**src/hw/rtc_pkg.sv**
```systemverilog
// Shared constants for the real-time counter and tick timer block.
package rtc_pkg;

	// ----------------------------------------------------------------
	// Register offsets (byte addresses on the register port)
	// ----------------------------------------------------------------
	localparam logic [7:0] OFS_CONTROL_A        = 8'h00;
	localparam logic [7:0] OFS_SYNC_STATUS      = 8'h01;
	localparam logic [7:0] OFS_IRQ_ENABLE       = 8'h02;
	localparam logic [7:0] OFS_IRQ_FLAGS        = 8'h03;
	localparam logic [7:0] OFS_WIDE_LATCH       = 8'h04;
	localparam logic [7:0] OFS_HALT_BEHAVIOUR   = 8'h05;
	localparam logic [7:0] OFS_CRYSTAL_TRIM     = 8'h06;
	localparam logic [7:0] OFS_SOURCE_SELECT    = 8'h07;
	localparam logic [7:0] OFS_COUNT_LO         = 8'h08;
	localparam logic [7:0] OFS_COUNT_HI         = 8'h09;
	localparam logic [7:0] OFS_TOP_LO           = 8'h0a;
	localparam logic [7:0] OFS_TOP_HI           = 8'h0b;
	localparam logic [7:0] OFS_MATCH_LO         = 8'h0c;
	localparam logic [7:0] OFS_MATCH_HI         = 8'h0d;
	localparam logic [7:0] OFS_TICK_CONTROL     = 8'h10;
	localparam logic [7:0] OFS_TICK_SYNC_STATUS = 8'h11;
	localparam logic [7:0] OFS_TICK_IRQ_ENABLE  = 8'h12;
	localparam logic [7:0] OFS_TICK_IRQ_FLAGS   = 8'h13;
	localparam logic [7:0] OFS_TICK_HALT        = 8'h15;

	// ----------------------------------------------------------------
	// Field positions
	// ----------------------------------------------------------------
	localparam int CTL_COUNTER_ON    = 0;
	localparam int CTL_TRIM_ENABLE   = 2;
	localparam int CTL_PRESCALE_LSB  = 3;
	localparam int CTL_KEEP_STANDBY  = 7;
	localparam int FLG_WRAP          = 0;
	localparam int FLG_MATCH         = 1;
	localparam int TCTL_TICK_ON      = 0;
	localparam int TCTL_PERIOD_LSB   = 3;
	localparam int TAP_LOW_BIT       = 5;
	localparam int TAP_HIGH_BIT      = 12;

	// Index of each busy flag; the first four match the status bit order.
	localparam int SYN_CONTROL = 0;
	localparam int SYN_COUNT   = 1;
	localparam int SYN_TOP     = 2;
	localparam int SYN_MATCH   = 3;
	localparam int SYN_TICK    = 4;
	localparam int SYN_N       = 5;

	// ----------------------------------------------------------------
	// Reset values and timing
	// ----------------------------------------------------------------
	localparam logic [7:0]  RST_BYTE      = 8'h00;
	localparam logic [15:0] RST_COUNT     = 16'h0000;
	localparam logic [15:0] RST_TOP       = 16'hffff;
	localparam logic [15:0] RST_MATCH     = 16'h0000;
	localparam logic [14:0] RST_PRESCALE  = 15'h0000;
	localparam logic [3:0]  PERIOD_MAX    = 4'he;
	localparam logic [1:0]  SYNC_TICKS    = 2'h2;

endpackage

```
**src/hw/rtc_tick_event_irq_logic.sv**
```systemverilog
// Real-time counter with periodic tick timer, events, flags and requests.
//
// Summary of operation
// Wrap and match events pulse one counter period.
// Tick taps divide counter clock 64 to 8192.
// Wrap flag raised when count wraps past top.
// Match flag raised when count equals match value.
// Tick flag raised each selected tick period.
// Flags set regardless of enable bits.
// Request held while enable and flag set.
// Counter and tick have separate flags, enables.
// Counter runs in idle; standby needs keep bit.
// Tick timer runs in every sleep mode.
// Four busy flags for control, count, top, match.
// Tick control has its own busy flag.
// Software waits for busy clear before writing.
// Writes apply after multi-cycle counter-clock delay.
// Counter stops when halted without run bit.
// Tick output forced low when halted, no run.
// High tick resumes with fresh edge and flag.
// Count resets to zero on wrap.
// Tick output toggles every half period.
// Writing one clears a flag; zero ignored.
// Prescaler change applies two counter ticks later.
// Busy clears once the value is applied.
// Counter and tick requests are separate lines.
//
// Chosen here: the plain strobed port.
`timescale 1ns/10ps
`default_nettype none

module rtc_tick_event_irq_logic (
	input  wire logic       I_CLK,
	input  wire logic       I_RESETN,
	input  wire logic [7:0] I_ADDR,
	input  wire logic [7:0] I_WR_DATA,
	input  wire logic       I_WR,
	input  wire logic       I_RD,
	output logic      [7:0] O_RD_DATA,
	input  wire logic       I_RTC_TICK,
	input  wire logic       I_STANDBY,
	input  wire logic       I_CPU_HALTED,
	output logic            O_WRAP_EVENT,
	output logic            O_MATCH_EVENT,
	output logic      [7:0] O_TICK_TAPS,
	output logic            O_TICK_OUT,
	output logic            O_CNT_IRQ,
	output logic            O_TICK_IRQ
);

	// ----------------------------------------------------------------
	// Declarations
	// ----------------------------------------------------------------
	localparam int      SYN_W = rtc_pkg::SYN_N;
	logic [7:0]         control_sh_ff;
	logic [7:0]         control_ff;
	logic [1:0]         irq_en_ff;
	logic [1:0]         irq_flags_ff;
	logic [7:0]         temp_ff;
	logic               halt_run_ff;
	logic [7:0]         trim_ff;
	logic [1:0]         source_choice_ff;
	logic [15:0]        count_sh_ff;
	logic [15:0]        top_sh_ff;
	logic [15:0]        match_sh_ff;
	logic [15:0]        count_ff;
	logic [15:0]        top_ff;
	logic [15:0]        match_ff;
	logic [7:0]         tick_control_sh_ff;
	logic [7:0]         tick_control_ff;
	logic               tick_irq_en_ff;
	logic               tick_flag_ff;
	logic               tick_halt_run_ff;
	logic [14:0]        prescale_ff;
	logic               wrap_event_ff;
	logic               match_event_ff;
	logic               tick_prev_ff;
	logic [7:0]         rd_data_ff;
	logic [SYN_W-1:0]   busy_ff;
	logic [1:0]         sync_cnt_ff [SYN_W];
	logic [SYN_W-1:0]   wr_hit;
	logic [SYN_W-1:0]   apply;
	logic               counter_run;
	logic               prescale_run;
	logic               step;
	logic               wrap_fire;
	logic               match_fire;
	logic               tick_level;
	logic               tick_rise;
	logic [1:0]         nxt_irq_flags;
	logic [7:0]         nxt_rd_data;

	function automatic logic wr_at(input logic [7:0] ofs);
		wr_at = I_WR && (I_ADDR == ofs);
	endfunction

	// True on the prescaler value just before the selected divider wraps.
	function automatic logic tap_step(input logic [14:0] psc, input logic [3:0] sel);
		logic [14:0] mask;
		mask = 15'((16'h0001 << sel) - 16'h0001);
		tap_step = ((psc & mask) == mask);
	endfunction

	// ----------------------------------------------------------------
	// Software-side register writes
	// ----------------------------------------------------------------
	always_ff @(posedge I_CLK) begin
		if (!I_RESETN) begin
			control_sh_ff      <= rtc_pkg::RST_BYTE;
			irq_en_ff          <= 2'h0;
			halt_run_ff        <= 1'b0;
			trim_ff            <= rtc_pkg::RST_BYTE;
			source_choice_ff   <= 2'h0;
			tick_control_sh_ff <= rtc_pkg::RST_BYTE;
			tick_irq_en_ff     <= 1'b0;
			tick_halt_run_ff   <= 1'b0;
		end else begin
			if (wr_at(rtc_pkg::OFS_CONTROL_A)) control_sh_ff <= I_WR_DATA;
			if (wr_at(rtc_pkg::OFS_IRQ_ENABLE)) irq_en_ff <= I_WR_DATA[1:0];
			if (wr_at(rtc_pkg::OFS_HALT_BEHAVIOUR)) halt_run_ff <= I_WR_DATA[0];
			if (wr_at(rtc_pkg::OFS_CRYSTAL_TRIM)) trim_ff <= I_WR_DATA;
			if (wr_at(rtc_pkg::OFS_SOURCE_SELECT)) source_choice_ff <= I_WR_DATA[1:0];
			if (wr_at(rtc_pkg::OFS_TICK_CONTROL)) tick_control_sh_ff <= I_WR_DATA;
			if (wr_at(rtc_pkg::OFS_TICK_IRQ_ENABLE)) tick_irq_en_ff <= I_WR_DATA[0];
			if (wr_at(rtc_pkg::OFS_TICK_HALT)) tick_halt_run_ff <= I_WR_DATA[0];
		end
	end

	// Sixteen-bit registers commit on the high byte, using the latched low byte.
	always_ff @(posedge I_CLK) begin
		if (!I_RESETN) begin
			count_sh_ff <= rtc_pkg::RST_COUNT;
			top_sh_ff   <= rtc_pkg::RST_TOP;
			match_sh_ff <= rtc_pkg::RST_MATCH;
		end else begin
			if (wr_at(rtc_pkg::OFS_COUNT_HI)) count_sh_ff <= {I_WR_DATA, temp_ff};
			if (wr_at(rtc_pkg::OFS_TOP_HI)) top_sh_ff <= {I_WR_DATA, temp_ff};
			if (wr_at(rtc_pkg::OFS_MATCH_HI)) match_sh_ff <= {I_WR_DATA, temp_ff};
		end
	end

	// The latch is shared by all wide registers, so interleaved wide accesses
	// from two software contexts would corrupt each other.
	always_ff @(posedge I_CLK) begin
		if (!I_RESETN) begin
			temp_ff <= rtc_pkg::RST_BYTE;
		end else if (I_WR && (I_ADDR == rtc_pkg::OFS_WIDE_LATCH || I_ADDR == rtc_pkg::OFS_COUNT_LO ||
				I_ADDR == rtc_pkg::OFS_TOP_LO || I_ADDR == rtc_pkg::OFS_MATCH_LO)) begin
			temp_ff <= I_WR_DATA;
		end else if (I_RD && I_ADDR == rtc_pkg::OFS_COUNT_LO) begin
			temp_ff <= count_ff[15:8];
		end else if (I_RD && I_ADDR == rtc_pkg::OFS_TOP_LO) begin
			temp_ff <= top_ff[15:8];
		end else if (I_RD && I_ADDR == rtc_pkg::OFS_MATCH_LO) begin
			temp_ff <= match_ff[15:8];
		end
	end

	// ----------------------------------------------------------------
	// Crossing into the counter clock: busy flags and apply strobes
	// ----------------------------------------------------------------
	always_comb begin
		wr_hit                       = '0;
		wr_hit[rtc_pkg::SYN_CONTROL] = wr_at(rtc_pkg::OFS_CONTROL_A);
		wr_hit[rtc_pkg::SYN_COUNT]   = wr_at(rtc_pkg::OFS_COUNT_HI);
		wr_hit[rtc_pkg::SYN_TOP]     = wr_at(rtc_pkg::OFS_TOP_HI);
		wr_hit[rtc_pkg::SYN_MATCH]   = wr_at(rtc_pkg::OFS_MATCH_HI);
		wr_hit[rtc_pkg::SYN_TICK]    = wr_at(rtc_pkg::OFS_TICK_CONTROL);
		for (int i = 0; i < SYN_W; i++) begin
			apply[i] = busy_ff[i] && I_RTC_TICK && !wr_hit[i] &&
				(sync_cnt_ff[i] == rtc_pkg::SYNC_TICKS - 2'h1); // see
		end
	end

	// A write that lands while a crossing is pending restarts it, so the
	// last written value is the one applied.
	always_ff @(posedge I_CLK) begin
		if (!I_RESETN) begin
			busy_ff <= '0;
			for (int i = 0; i < SYN_W; i++)
				sync_cnt_ff[i] <= 2'h0;
		end else begin
			for (int i = 0; i < SYN_W; i++) begin
				if (wr_hit[i]) begin
					busy_ff[i]     <= 1'b1; // see
					sync_cnt_ff[i] <= 2'h0;
				end else if (apply[i]) begin
					busy_ff[i]     <= 1'b0;
					sync_cnt_ff[i] <= 2'h0;
				end else if (busy_ff[i] && I_RTC_TICK) begin
					sync_cnt_ff[i] <= sync_cnt_ff[i] + 2'h1;
				end
			end
		end
	end

	// Active copies seen by the counter-clock logic.
	always_ff @(posedge I_CLK) begin
		if (!I_RESETN) begin
			control_ff      <= rtc_pkg::RST_BYTE;
			top_ff          <= rtc_pkg::RST_TOP;
			match_ff        <= rtc_pkg::RST_MATCH;
			tick_control_ff <= rtc_pkg::RST_BYTE;
		end else begin
			if (apply[rtc_pkg::SYN_CONTROL]) control_ff <= control_sh_ff;
			if (apply[rtc_pkg::SYN_TOP]) top_ff <= top_sh_ff;
			if (apply[rtc_pkg::SYN_MATCH]) match_ff <= match_sh_ff;
			if (apply[rtc_pkg::SYN_TICK]) tick_control_ff <= tick_control_sh_ff;
		end
	end

	// ----------------------------------------------------------------
	// Prescaler and counter
	// ----------------------------------------------------------------
	assign counter_run = control_ff[rtc_pkg::CTL_COUNTER_ON] &&
		!(I_CPU_HALTED && !halt_run_ff) &&
		!(I_STANDBY && !control_ff[rtc_pkg::CTL_KEEP_STANDBY]);
	// The tick timer ignores standby so the prescaler keeps running for it.
	assign prescale_run = counter_run || tick_control_ff[rtc_pkg::TCTL_TICK_ON];
	assign step = I_RTC_TICK && counter_run && !apply[rtc_pkg::SYN_COUNT] &&
		tap_step(prescale_ff, control_ff[rtc_pkg::CTL_PRESCALE_LSB +: 4]);
	assign wrap_fire  = step && (count_ff == top_ff); // see
	assign match_fire = step && (count_ff == match_ff);

	always_ff @(posedge I_CLK) begin
		if (!I_RESETN)
			prescale_ff <= rtc_pkg::RST_PRESCALE;
		else if (!control_ff[rtc_pkg::CTL_COUNTER_ON] && !tick_control_ff[rtc_pkg::TCTL_TICK_ON])
			prescale_ff <= rtc_pkg::RST_PRESCALE;
		else if (I_RTC_TICK && prescale_run)
			prescale_ff <= prescale_ff + 15'h0001;
	end

	always_ff @(posedge I_CLK) begin
		if (!I_RESETN) count_ff <= rtc_pkg::RST_COUNT;
		else if (apply[rtc_pkg::SYN_COUNT]) count_ff <= count_sh_ff;
		else if (wrap_fire) count_ff <= 16'h0000;
		else if (step) count_ff <= count_ff + 16'h0001;
	end

	// Events hold from one counter tick to the next.
	always_ff @(posedge I_CLK) begin
		if (!I_RESETN) begin
			wrap_event_ff  <= 1'b0;
			match_event_ff <= 1'b0;
		end else if (I_RTC_TICK) begin
			wrap_event_ff  <= wrap_fire;
			match_event_ff <= match_fire;
		end
	end

	// ----------------------------------------------------------------
	// Flags and requests
	// ----------------------------------------------------------------
	always_comb begin
		nxt_irq_flags = irq_flags_ff;
		if (wr_at(rtc_pkg::OFS_IRQ_FLAGS))
			nxt_irq_flags = irq_flags_ff & ~I_WR_DATA[1:0];
		if (wrap_fire)
			nxt_irq_flags[rtc_pkg::FLG_WRAP] = 1'b1;
		if (match_fire)
			nxt_irq_flags[rtc_pkg::FLG_MATCH] = 1'b1;
	end

	always_ff @(posedge I_CLK) begin
		if (!I_RESETN)
			irq_flags_ff <= 2'h0;
		else
			irq_flags_ff <= nxt_irq_flags;
	end

	// ----------------------------------------------------------------
	// Tick timer
	// ----------------------------------------------------------------
	// Prescaler bit n has period 2^(n+1), a square wave toggling each half.
	assign tick_level = tick_control_ff[rtc_pkg::TCTL_TICK_ON] &&
		(tick_control_ff[rtc_pkg::TCTL_PERIOD_LSB +: 4] != 4'h0) &&
		(tick_control_ff[rtc_pkg::TCTL_PERIOD_LSB +: 4] <= rtc_pkg::PERIOD_MAX) &&
		prescale_ff[tick_control_ff[rtc_pkg::TCTL_PERIOD_LSB +: 4]] &&
		!(I_CPU_HALTED && !tick_halt_run_ff);
	// Forcing the level low while halted makes the release produce the extra edge.
	assign tick_rise = tick_level && !tick_prev_ff;

	always_ff @(posedge I_CLK) begin
		if (!I_RESETN) begin
			tick_prev_ff <= 1'b0;
			tick_flag_ff <= 1'b0;
		end else begin
			tick_prev_ff <= tick_level;
			if (tick_rise) tick_flag_ff <= 1'b1; // see
			else if (wr_at(rtc_pkg::OFS_TICK_IRQ_FLAGS) && I_WR_DATA[0]) tick_flag_ff <= 1'b0;
		end
	end

	// ----------------------------------------------------------------
	// Read port
	// ----------------------------------------------------------------
	always_comb begin
		nxt_rd_data = 8'h00;
		if (I_ADDR == rtc_pkg::OFS_CONTROL_A)
			nxt_rd_data = control_sh_ff;
		else if (I_ADDR == rtc_pkg::OFS_SYNC_STATUS)
			nxt_rd_data = {4'h0, busy_ff[3:0]};
		else if (I_ADDR == rtc_pkg::OFS_IRQ_ENABLE)
			nxt_rd_data = {6'h00, irq_en_ff};
		else if (I_ADDR == rtc_pkg::OFS_IRQ_FLAGS)
			nxt_rd_data = {6'h00, irq_flags_ff};
		else if (I_ADDR == rtc_pkg::OFS_WIDE_LATCH)
			nxt_rd_data = temp_ff;
		else if (I_ADDR == rtc_pkg::OFS_HALT_BEHAVIOUR)
			nxt_rd_data = {7'h00, halt_run_ff};
		else if (I_ADDR == rtc_pkg::OFS_CRYSTAL_TRIM)
			nxt_rd_data = trim_ff;
		else if (I_ADDR == rtc_pkg::OFS_SOURCE_SELECT)
			nxt_rd_data = {6'h00, source_choice_ff};
		else if (I_ADDR == rtc_pkg::OFS_COUNT_LO)
			nxt_rd_data = count_ff[7:0];
		else if (I_ADDR == rtc_pkg::OFS_TOP_LO)
			nxt_rd_data = top_ff[7:0];
		else if (I_ADDR == rtc_pkg::OFS_MATCH_LO)
			nxt_rd_data = match_ff[7:0];
		else if (I_ADDR == rtc_pkg::OFS_COUNT_HI || I_ADDR == rtc_pkg::OFS_TOP_HI ||
				I_ADDR == rtc_pkg::OFS_MATCH_HI)
			nxt_rd_data = temp_ff;
		else if (I_ADDR == rtc_pkg::OFS_TICK_CONTROL)
			nxt_rd_data = tick_control_sh_ff;
		else if (I_ADDR == rtc_pkg::OFS_TICK_SYNC_STATUS)
			nxt_rd_data = {7'h00, busy_ff[rtc_pkg::SYN_TICK]};
		else if (I_ADDR == rtc_pkg::OFS_TICK_IRQ_ENABLE)
			nxt_rd_data = {7'h00, tick_irq_en_ff};
		else if (I_ADDR == rtc_pkg::OFS_TICK_IRQ_FLAGS)
			nxt_rd_data = {7'h00, tick_flag_ff};
		else if (I_ADDR == rtc_pkg::OFS_TICK_HALT)
			nxt_rd_data = {7'h00, tick_halt_run_ff};
	end

	always_ff @(posedge I_CLK) begin
		if (!I_RESETN)
			rd_data_ff <= 8'h00;
		else if (I_RD)
			rd_data_ff <= nxt_rd_data;
		else
			rd_data_ff <= 8'h00;
	end

	// ----------------------------------------------------------------
	// Outputs
	// ----------------------------------------------------------------
	assign O_RD_DATA     = rd_data_ff;
	assign O_WRAP_EVENT  = wrap_event_ff;
	assign O_MATCH_EVENT = match_event_ff;
	assign O_TICK_TAPS   = prescale_ff[rtc_pkg::TAP_HIGH_BIT:rtc_pkg::TAP_LOW_BIT];
	assign O_TICK_OUT    = tick_prev_ff;
	assign O_CNT_IRQ     = |(irq_flags_ff & irq_en_ff); // see
	assign O_TICK_IRQ    = tick_flag_ff && tick_irq_en_ff; // see

	// ----------------------------------------------------------------
	// Assertions
	// ----------------------------------------------------------------
	AST_WRAP_EVENT_PULSE: assert property (@(posedge I_CLK) disable iff (!I_RESETN)
		wrap_fire |=> O_WRAP_EVENT && irq_flags_ff[rtc_pkg::FLG_WRAP])
		else $error("Wrap event or flag missing after wrap.");
	AST_MATCH_EVENT_PULSE: assert property (@(posedge I_CLK) disable iff (!I_RESETN)
		match_fire |=> O_MATCH_EVENT && irq_flags_ff[rtc_pkg::FLG_MATCH])
		else $error("Match event or flag missing after match.");
	AST_WRAP_TO_ZERO: assert property (@(posedge I_CLK) disable iff (!I_RESETN)
		wrap_fire |=> (count_ff == 16'h0000))
		else $error("Count did not return to zero on wrap.");
	// Bus terms are written out so that the property sees sampled values, not the
	// values a function would read from the module after the edge.
	AST_FLAG_CLEAR: assert property (@(posedge I_CLK) disable iff (!I_RESETN)
		(I_WR && (I_ADDR == rtc_pkg::OFS_IRQ_FLAGS) && I_WR_DATA[rtc_pkg::FLG_WRAP] && !wrap_fire)
		|=> !irq_flags_ff[rtc_pkg::FLG_WRAP])
		else $error("Writing one did not clear the wrap flag.");
	AST_REQUEST_HELD: assert property (@(posedge I_CLK) disable iff (!I_RESETN)
		(O_TICK_IRQ && !(I_WR && (I_ADDR == rtc_pkg::OFS_TICK_IRQ_FLAGS || I_ADDR == rtc_pkg::OFS_TICK_IRQ_ENABLE)))
		|=> O_TICK_IRQ)
		else $error("Tick request dropped while flag and enable held.");
	AST_STANDBY_STOP: assert property (@(posedge I_CLK) disable iff (!I_RESETN)
		(I_STANDBY && !control_ff[rtc_pkg::CTL_KEEP_STANDBY] && !apply[rtc_pkg::SYN_COUNT])
		|=> $stable(count_ff))
		else $error("Counter moved in standby without keep bit.");
	AST_TICK_HALT_LOW: assert property (@(posedge I_CLK) disable iff (!I_RESETN)
		(I_CPU_HALTED && !tick_halt_run_ff) |=> !O_TICK_OUT)
		else $error("Tick output not low while halted.");
	AST_TICK_EDGE_FLAG: assert property (@(posedge I_CLK) disable iff (!I_RESETN)
		(tick_level && !O_TICK_OUT) |=> tick_flag_ff && O_TICK_OUT)
		else $error("Tick rising edge did not set the flag.");
	AST_TOP_APPLY: assert property (@(posedge I_CLK) disable iff (!I_RESETN)
		apply[rtc_pkg::SYN_TOP] |=> !busy_ff[rtc_pkg::SYN_TOP] && (top_ff == $past(top_sh_ff)))
		else $error("Top value applied without clearing busy.");
	AST_BUSY_ON_WRITE: assert property (@(posedge I_CLK) disable iff (!I_RESETN)
		wr_hit[rtc_pkg::SYN_MATCH] |=> busy_ff[rtc_pkg::SYN_MATCH] ##0 !apply[rtc_pkg::SYN_MATCH])
		else $error("Match busy not raised by write.");

endmodule

`default_nettype wire

```
**config.mk**
```make
export PLATFORM = sky130hd
export DESIGN_NAME = rtc_tick_event_irq_logic
export DESIGN_NICKNAME = d
export VERILOG_FILES = /design/src/hw/rtc_pkg.sv /design/src/hw/rtc_tick_event_irq_logic.sv
export SDC_FILE = /design/constraint.sdc
export NUM_CORES = 1
export LEC_CHECK = 0
export ABC_CLOCK_PERIOD_IN_PS = 4070
export BUFFER_PORTS_ARGS = -buffer_cell sky130_fd_sc_hd__buf_2
export CAP_MARGIN = 20
export CELL_PAD_IN_SITES_DETAIL_PLACEMENT = 1
export CELL_PAD_IN_SITES_GLOBAL_PLACEMENT = 1
export CORE_UTILIZATION = 39
export CTS_BUF_LIST = sky130_fd_sc_hd__clkbuf_4
export CTS_CLUSTER_DIAMETER = 120
export DETAILED_ROUTE_END_ITERATION = 10
export GPL_ROUTABILITY_DRIVEN = 0
export PLACE_DENSITY = 0.8
export RECOVER_POWER = 25
export SKIP_LAST_GASP = 1
export SYNTH_ARGS = -nofsm -noshare
export SYNTH_HDL_FRONTEND = slang
export SYNTH_SLANG_ARGS = --single-unit
export TNS_END_PERCENT = 100
```
**constraint.sdc**
```tcl
create_clock -name I_CLK -period 4.07 [get_ports I_CLK]
set_clock_uncertainty 0.15 [all_clocks]
set_input_delay 0.814 -clock I_CLK [delete_from_list [all_inputs] [get_ports I_CLK]]
set_output_delay 0.814 -clock I_CLK [all_outputs]
set_load 0.01 [all_outputs]
```
# Word level (Yosys, flattened, before mapping)
# Memories as Yosys holds them, arrays and structs flattened.
# Cells that the tools add are included.
totals:
  regBits: 184
  ram_bits: 10
  input_bits: 23
  output_inout_bits: 21
  wordCells: 292
  memories: 1
mem_list:
  columns: ["name", "depth", "width", "read_ports", "rd_ports_with_merged_regs", "write_ports", "line_no", "rtl"]
  rows:
  - ["sync_cnt_ff", 5, 2, 5, 0, 5, "rtc_tick_event_irq_logic.sv:80", "logic [1:0] sync_cnt_ff [SYN_W];"]
op_classes:
  n_addsub: 8
  n_lt_le_gt_ge: 2
  eq_ne: 26
  n_shift: 1
  muxes: 117
  bitwise_logic: 20
  reduce_logical: 87
ops:
  columns: ["operator", "count"]
  rows:
  - ["8-bit two-way mux", 17]
  - ["1-bit two-way mux", 80]
  - ["1-bit logical AND", 51]
  - ["8-bit by 4-bit == test with 1-bit output, second input constant", 6]
  - ["16-bit two-way mux", 3]
  - ["8-bit by 5-bit == test with 1-bit output, second input constant", 5]
  - ["16-bit == test", 2]
  - ["8-bit by 3-bit == test with 1-bit output, second input constant", 4]
  - ["2-bit two-way mux", 16]
  - ["16-bit by 1-bit adder with 16-bit output, second input constant", 1]
  - ["8-bit by 2-bit == test with 1-bit output, second input constant", 2]
  - ["2-bit nonzero test", 8]
  - ["15-bit by 1-bit adder with 15-bit output, second input constant", 1]
  - ["15-bit bitwise AND", 1]
  - ["15-bit == test", 1]
  - ["1-bit logical NOT", 15]
  - ["1-bit bitwise OR", 15]
  - ["1-bit by 4-bit << shifter with 15-bit output, first input constant", 1]
  - ["15-bit by 1-bit subtractor with 15-bit output, second input constant", 1]
  - ["2-bit by 1-bit adder with 2-bit output, second input constant", 5]
  - ["2-bit by 1-bit == test with 1-bit output, second input constant", 5]
  - ["8-bit by 1-bit == test with 1-bit output, second input constant", 1]
  - ["8-bit logical NOT", 1]
  - ["4-bit nonzero test", 2]
  - ["10 further kinds", 17]

# Logic depth before layout (Yosys ltp)
logic_depth:
  word_depth: 18
  mapped_depth: 12

# Worst setup path before layout
# OpenSTA, ideal clock, no wires.
synth_timing:
  path_type: "input-to-reg"
  startpoint: "in I_ADDR[4]"
  endpoint: "reg rd_data_ff[3], in the netlist O_RD_DATA[3]"
  setup_time_ps: 86
  arrival_ps: 2610
  required_ps: 3834
  slack_ps: 1225
  cell_stages: 7
  path_buffers: 1
  cell_sequence: "or4_1 > buf_2 > nor3_1 > nand2_1 > mux2i_1 > mux2_2 > a211oi_1"
synth_between:
  elab_chain_cells: 15
synth_rtl:
  columns: ["item", "line_no", "rtl"]
  rows:
  - ["start: declaration", "rtc_tick_event_irq_logic.sv:35", "input wire logic [7:0] I_ADDR,"]
  - ["8-bit by 4-bit == test with 1-bit output", "rtc_tick_event_irq_logic.sv:322", "else if (I_ADDR == rtc_pkg::OFS_COUNT_HI || I_ADDR == rtc_pkg::OFS_TOP_HI ||"]
  - ["1-bit logical OR (2 in a row)", "rtc_tick_event_irq_logic.sv:322", null]
  - ["8-bit two-way mux", "rtc_tick_event_irq_logic.sv:322", null]
  - ["8-bit two-way mux", "rtc_tick_event_irq_logic.sv:320", "else if (I_ADDR == rtc_pkg::OFS_MATCH_LO)"]
  - ["8-bit two-way mux", "rtc_tick_event_irq_logic.sv:318", "else if (I_ADDR == rtc_pkg::OFS_TOP_LO)"]
  - ["8-bit two-way mux", "rtc_tick_event_irq_logic.sv:316", "else if (I_ADDR == rtc_pkg::OFS_COUNT_LO)"]
  - ["8-bit two-way mux", "rtc_tick_event_irq_logic.sv:314", "else if (I_ADDR == rtc_pkg::OFS_SOURCE_SELECT)"]
  - ["8-bit two-way mux", "rtc_tick_event_irq_logic.sv:312", "else if (I_ADDR == rtc_pkg::OFS_CRYSTAL_TRIM)"]
  - ["8-bit two-way mux", "rtc_tick_event_irq_logic.sv:310", "else if (I_ADDR == rtc_pkg::OFS_HALT_BEHAVIOUR)"]
  - ["8-bit two-way mux", "rtc_tick_event_irq_logic.sv:308", "else if (I_ADDR == rtc_pkg::OFS_WIDE_LATCH)"]
  - ["8-bit two-way mux", "rtc_tick_event_irq_logic.sv:306", "else if (I_ADDR == rtc_pkg::OFS_IRQ_FLAGS)"]
  - ["8-bit two-way mux", "rtc_tick_event_irq_logic.sv:304", "else if (I_ADDR == rtc_pkg::OFS_IRQ_ENABLE)"]
  - ["8-bit two-way mux", "rtc_tick_event_irq_logic.sv:302", "else if (I_ADDR == rtc_pkg::OFS_SYNC_STATUS)"]
  - ["8-bit two-way mux (*)", "rtc_tick_event_irq_logic.sv:300", "if (I_ADDR == rtc_pkg::OFS_CONTROL_A)"]
  - ["end signal: assignment", "rtc_tick_event_irq_logic.sv:341", "rd_data_ff <= nxt_rd_data;"]
  - ["end: declaration", "rtc_tick_event_irq_logic.sv:78", "logic [7:0] rd_data_ff;"]
# Mark *: on every way between the ends. The rest lies on a longest branch, timed or not.
# A chain may end at the register's enable or synchronous reset.

# Worst setup path in the final report
layout_timing:
  startpoint: "reg control_ff[4]"
  endpoint: "reg irq_flags_ff[1]"
layout_between:
  elab_chain_cells: 7
layout_rtl:
  columns: ["item", "line_no", "rtl"]
  rows:
  - ["start: declaration", "rtc_tick_event_irq_logic.sv:56", "logic [7:0] control_ff;"]
  - ["start signal: assignment", "rtc_tick_event_irq_logic.sv:200", "control_ff <= rtc_pkg::RST_BYTE;"]
  - ["start signal: assignment", "rtc_tick_event_irq_logic.sv:205", "if (apply[rtc_pkg::SYN_CONTROL]) control_ff <= control_sh_ff;"]
  - ["1-bit by 4-bit << shifter with 15-bit output (*)", "rtc_tick_event_irq_logic.sv:100", "mask = 15'((16'h0001 << sel) - 16'h0001);"]
  - ["15-bit by 1-bit subtractor with 15-bit output (*)", "rtc_tick_event_irq_logic.sv:100", null]
  - ["15-bit bitwise AND", "rtc_tick_event_irq_logic.sv:101", "tap_step = ((psc & mask) == mask);"]
  - ["15-bit == test (*)", "rtc_tick_event_irq_logic.sv:101", null]
  - ["1-bit logical AND (*)", "rtc_tick_event_irq_logic.sv:220", "assign step = I_RTC_TICK && counter_run && !apply[rtc_pkg::SYN_COUNT] &&"]
  - ["1-bit logical AND (*)", "rtc_tick_event_irq_logic.sv:223", "assign match_fire = step && (count_ff == match_ff);"]
  - ["1-bit two-way mux / 2-bit nonzero test (equally long branches)", null, null]
  - ["end signal: assignment", "rtc_tick_event_irq_logic.sv:269", "irq_flags_ff <= nxt_irq_flags;"]
  - ["end: declaration", "rtc_tick_event_irq_logic.sv:58", "logic [1:0] irq_flags_ff;"]
# Marks and branches as above.

==> impl_summary.md <==
Logic synthesis
The cell area that synthesis handed to floorplanning was 0.00981 mm2. The number of synthesized flops with an enable pin is 10. The synthesized area divided by synthesized cell count is 8.20 um2.

The gate count of the mapped netlist is 1,197. The share of the yosys chip area belonging to registers is 39.8%. Counting flops and latches in the post-synthesis netlist gives 190. The total nets after synthesis is 1,228. The distinct cell type count of the synthesized netlist is 77.

Yosys printed 0 warnings. The most instantiated flip-flop cell in the synthesis netlist is dfxtp_1. Of all flip-flops after synthesis, the portion carrying an async set or reset was 0%.

Power and ir drop
The combinational fraction of design power is 5.5%. Internal power comes to 0.00232 W. For this design the ratio of total power to cell area is 304 mW/mm2. Summed over all cells, the static leakage comes to 3.79 nW.

The largest voltage drop on the vdd net is 0.000163 V. In this run switching power makes up 27.3% of total power. The fraction of power consumed by sequential logic is 59.2%.

In this run, the clock network consumes 35.2% of the power. For this design the total switching power over the nets is 0.000871 W.

Floorplan
The initial cell density of the core is 40.1%. The die area is 0.0258 mm2. The core region is 0.0245 mm2. 44 I/O pins were placed.

The number of placement rows is 57. The die is 161 um tall. The die is 161 um wide.

Worst setup path
Data on the critical path is required at its endpoint by 4.46 ns. Along the worst path, the maximum fanout reaches 25. The number of buffers and inverters on the critical path is 1.

The beginning of the critical path is control_ff[4]. The critical path's largest stage delay is 0.60 ns. The master of the slowest instance on the critical path is nor3b_1. The category of the worst setup path launch point is a flip-flop. The type of the worst setup path is reg -> reg. The critical path goes through nor3_1 -> nand2_1 -> ha_1 -> nor2b_1 -> mux2i_1 -> nor4bb_1 -> nand4_1 -> buf_4 -> nor3b_1 -> o21a_1.

STA puts the critical path data arrival time at 3.81 ns. The category of cells accounting for the largest share of critical-path delay is simple AND/OR/NAND/NOR gates. The type of destination of the critical path is a flip-flop. The startpoint identified for the worst register-to-register timing path is control_ff[4].

STA
The aggregate negative setup slack is 0 ns. The maximum clock frequency is 0.293 GHz. The count of final setup violators is 0. The number of failing hold endpoints at the final stage is 0. The worst max-slew margin expressed relative to the limit is 32.2%. The smallest clock period supported by the final layout is computed as 3.41 ns. After layout, the worst path uses 83.9% of the clock period. Setup repair after global routing left no endpoint under its margin.

The count of final max-slew check failures is 0. The slew at the pin closest to its max-slew limit is 1.02 ns.

Clock tree
The number of clock sinks is 190. The number of hold buffers added after CTS was 0. For the worst-skew pair, the clock arrives at the later sink with an insertion delay of 0.61 ns.

The clock root buffer master is clkbuf_4. In this run the post-CTS setup repair buffer count came out at 0. The total CTS buffers is 17. The maximum clock insertion buffer count is 2. The post-cts repair resize count is 0. The CTS tree is built. Clock-pin slew was measured on the worst setup and hold paths at 0.17 ns. CTS built an H-tree with a depth of 4.

Detailed routing
For this block, the via count after detailed routing is 8,976. The final antenna-violating net count is 0. The detailed router finished its first iteration with 910 violations. After detailed routing, the average wire length per cell comes to 21.3 um. Using the TritonRoute via totals, the vias-per-cell ratio works out to 5.89. After detailed routing, the number of remaining DRC violations is 0.

The first detailed-routing pass took 5 iterations. For this block, the routed nets add up to 32,500 um of wire.

Final layout
The signed area change from the synthesized netlist to the final layout is 6.81%. Registers take 0.00390 mm2. The number of fill cells is 3,010. In the final layout, the multi-input gates occupy 0.00542 mm2. The number of non-filler instances in the completed layout is 1,524. The net count of the finished layout is 1,217.

The fraction of layout cells with a size suffix above 1 is 8.84%. The post-route cell area is 0.0105 mm2.

Run status
The flow ran to the end, and the final reports show no timing, DRC or antenna violations.

Place
Detailed placement ended at an HPWL of 23,000 um. During placement, the flow inserted port buffers numbering 43. The post-placement cell area is 0.0102 mm2. In this run, placement finished with an instance count of 1,490.

Worst hold path
In this run the most critical hold path is launched from match_sh_ff[9]. The worst hold path class is reg -> reg.

Global route
For this run, the total global-route usage over all layers was measured as 25.7%. The number of global-route vias before repair was 8,798. The initial antenna violation count is 1. The total overflow reported by the global router is 0.

The maximum number of pins on one net before global-route repair is 160. The first global-routing pass estimated 51,200 um of wire.

Flow run
The count of max-cap constraint violations is 0.
==> worst paths after layout <==
check / slack (ns) / cells after the start / endpoint
hold reg to reg: 0.32 / 2 / match_ff[9]
hold / removal: 0.32 / 2 / match_ff[9]
setup / recovery: 0.66 / 10 / irq_flags_ff[1]
setup reg to reg: 0.66 / 10 / irq_flags_ff[1]
==> final cells by class <==
| type | count | area share (%) |
|---|---|---|
| multi-input cells | 893 | 51.7 |
| flip-flops and latches | 190 | 37.3 |
| well taps | 324 | 3.87 |
| repair buffers | 66 | 3.53 |
| clock inverters | 15 | 1.72 |
| clock buffers | 17 | 1.22 |
| inverters | 18 | 0.645 |
| diodes | 1 | 0.0239 |
==> kinds of logic after synthesis <==
family	count (synthesis)	share of synthesized area (%)
DFF	190	39.8
muxes	49	5.45
AOI/OAI and AO/OA	255	18.1
adders and majority gates	8	1.02
and+or+nand+nor	535	26.5
buffers and inverters	114	5.00
xor gates and xnor gates	46	4.11
==> cell usage after synthesis, drive strengths merged, types with 4 or more instances <==
master	instances	area, um2
nand2	261	982
dfxtp	180	3600
a21boi	67	503
clkbuf	67	251
nand3	66	330
nor2	52	195
o21ai	50	250
mux2i	41	410
xor2	38	333
a21oi	37	185
nor2b	34	213
buf	29	171
nor3	20	105
o211ai	19	143
inv	17	63.8
nor4	17	151
nand2b	12	75.1
nand4	12	75.1
and3	11	68.8
edfxtp	10	300
and2	9	56.3
a22oi	8	60.1
ha	8	100
o221ai	8	70.1
or3	8	50.1
xnor2	8	70.1
a31oi	7	43.8
a32oi	6	52.6
nand3b	6	45.0
nor3b	6	55.1
o22ai	6	37.5
and4	5	43.8
mux2	5	56.3
a2111oi	4	42.5
a221o	4	40.0
o21a	4	30.0
==> power groups by stage <==
| stage | sequential [W] | clock, W | combinational, W |
|---|---|---|---|
| after floorplan | 0.00192 | 0 | 0.000105 |
| after global placement | 0.00193 | 0 | 0.000172 |
| after detailed placement | 0.00193 | 0 | 0.000175 |
| after CTS | 0.00189 | 0.00115 | 0.000175 |
| after global routing | 0.00189 | 0.00122 | 0.000188 |
| final | 0.00189 | 0.00112 | 0.000177 |
==> worst reg2reg max path, delay by kind of cell (launching register included) <==
| kind | cells | cell delay (ns) |
|---|---|---|
| flops | 1 | 0.47 |
| simple gates | 6 | 1.81 |
| mux | 1 | 0.12 |
| compound gates | 1 | 0.22 |
| fa+ha+maj | 1 | 0.31 |
| buf+inv | 1 | 0.30 |
==> cells in the final DEF (no fill, tap or decap), types with 4 or more instances in the layout <==
cell type  instances
nor2b_1           34
o21ai_0           50
nand2b_1          12
nand4_1           12
nand3b_1           6
mux2i_1           41
clkbuf_4          17
dfxtp_1          180
and3_1            11
and4_1             5
ha_1               8
nor2_1            52
o21a_1             4
a32oi_1            6
mux2_2             5
buf_4             18
and2_1             8
nor4_1            14
or3_1              8
a21oi_1           37
clkbuf_1          16
a221o_1            4
xnor2_1            8
a31oi_1            7
nand3_1           66
xor2_1            38
edfxtp_1          10
nand2_1          260
inv_1             17
a21boi_0          65
clkinv_4           5
buf_2             31
o22ai_1            6
nor3_1            19
o211ai_1          19
a22oi_1            8
o221ai_1           8
==> registers in the layout, summed over array words and instances (netlist names), 10 cells and up <==
register     flops
match_ff        16
sync_cnt_ff     10
top_sh_ff       16
count_sh_ff     16
top_ff          16
match_sh_ff     16
count_ff        16
prescale_ff     15
==> routing by layer <==
metal  global-route usage, %  vias to the layer above  wire, um
met5                       0                        -         0
met4                    10.2                        0       906
met3                    4.36                       61      1910
met2                    39.6                      275     14700
met1                    35.5                     4456     15000
li1                        -                     4184         -
==> metrics by stage <==
step | util [%] | hold WS [ns] | setup slack (ns) | power, W
final | 42.8 | 0.316 | 0.657 | 0.00319
after global routing | 42.8 | 0.344 | 0.362 | 0.00330
after CTS | 42.9 | 0.324 | 0.687 | 0.00321
after detailed placement | 41.7 | 0.304 | 0.491 | 0.00210
after global placement | 41.7 | 0.293 | 0.655 | 0.00210
after floorplan | - | 0.281 | 1.22 | 0.00203
(Power assumes the default switching activity.)
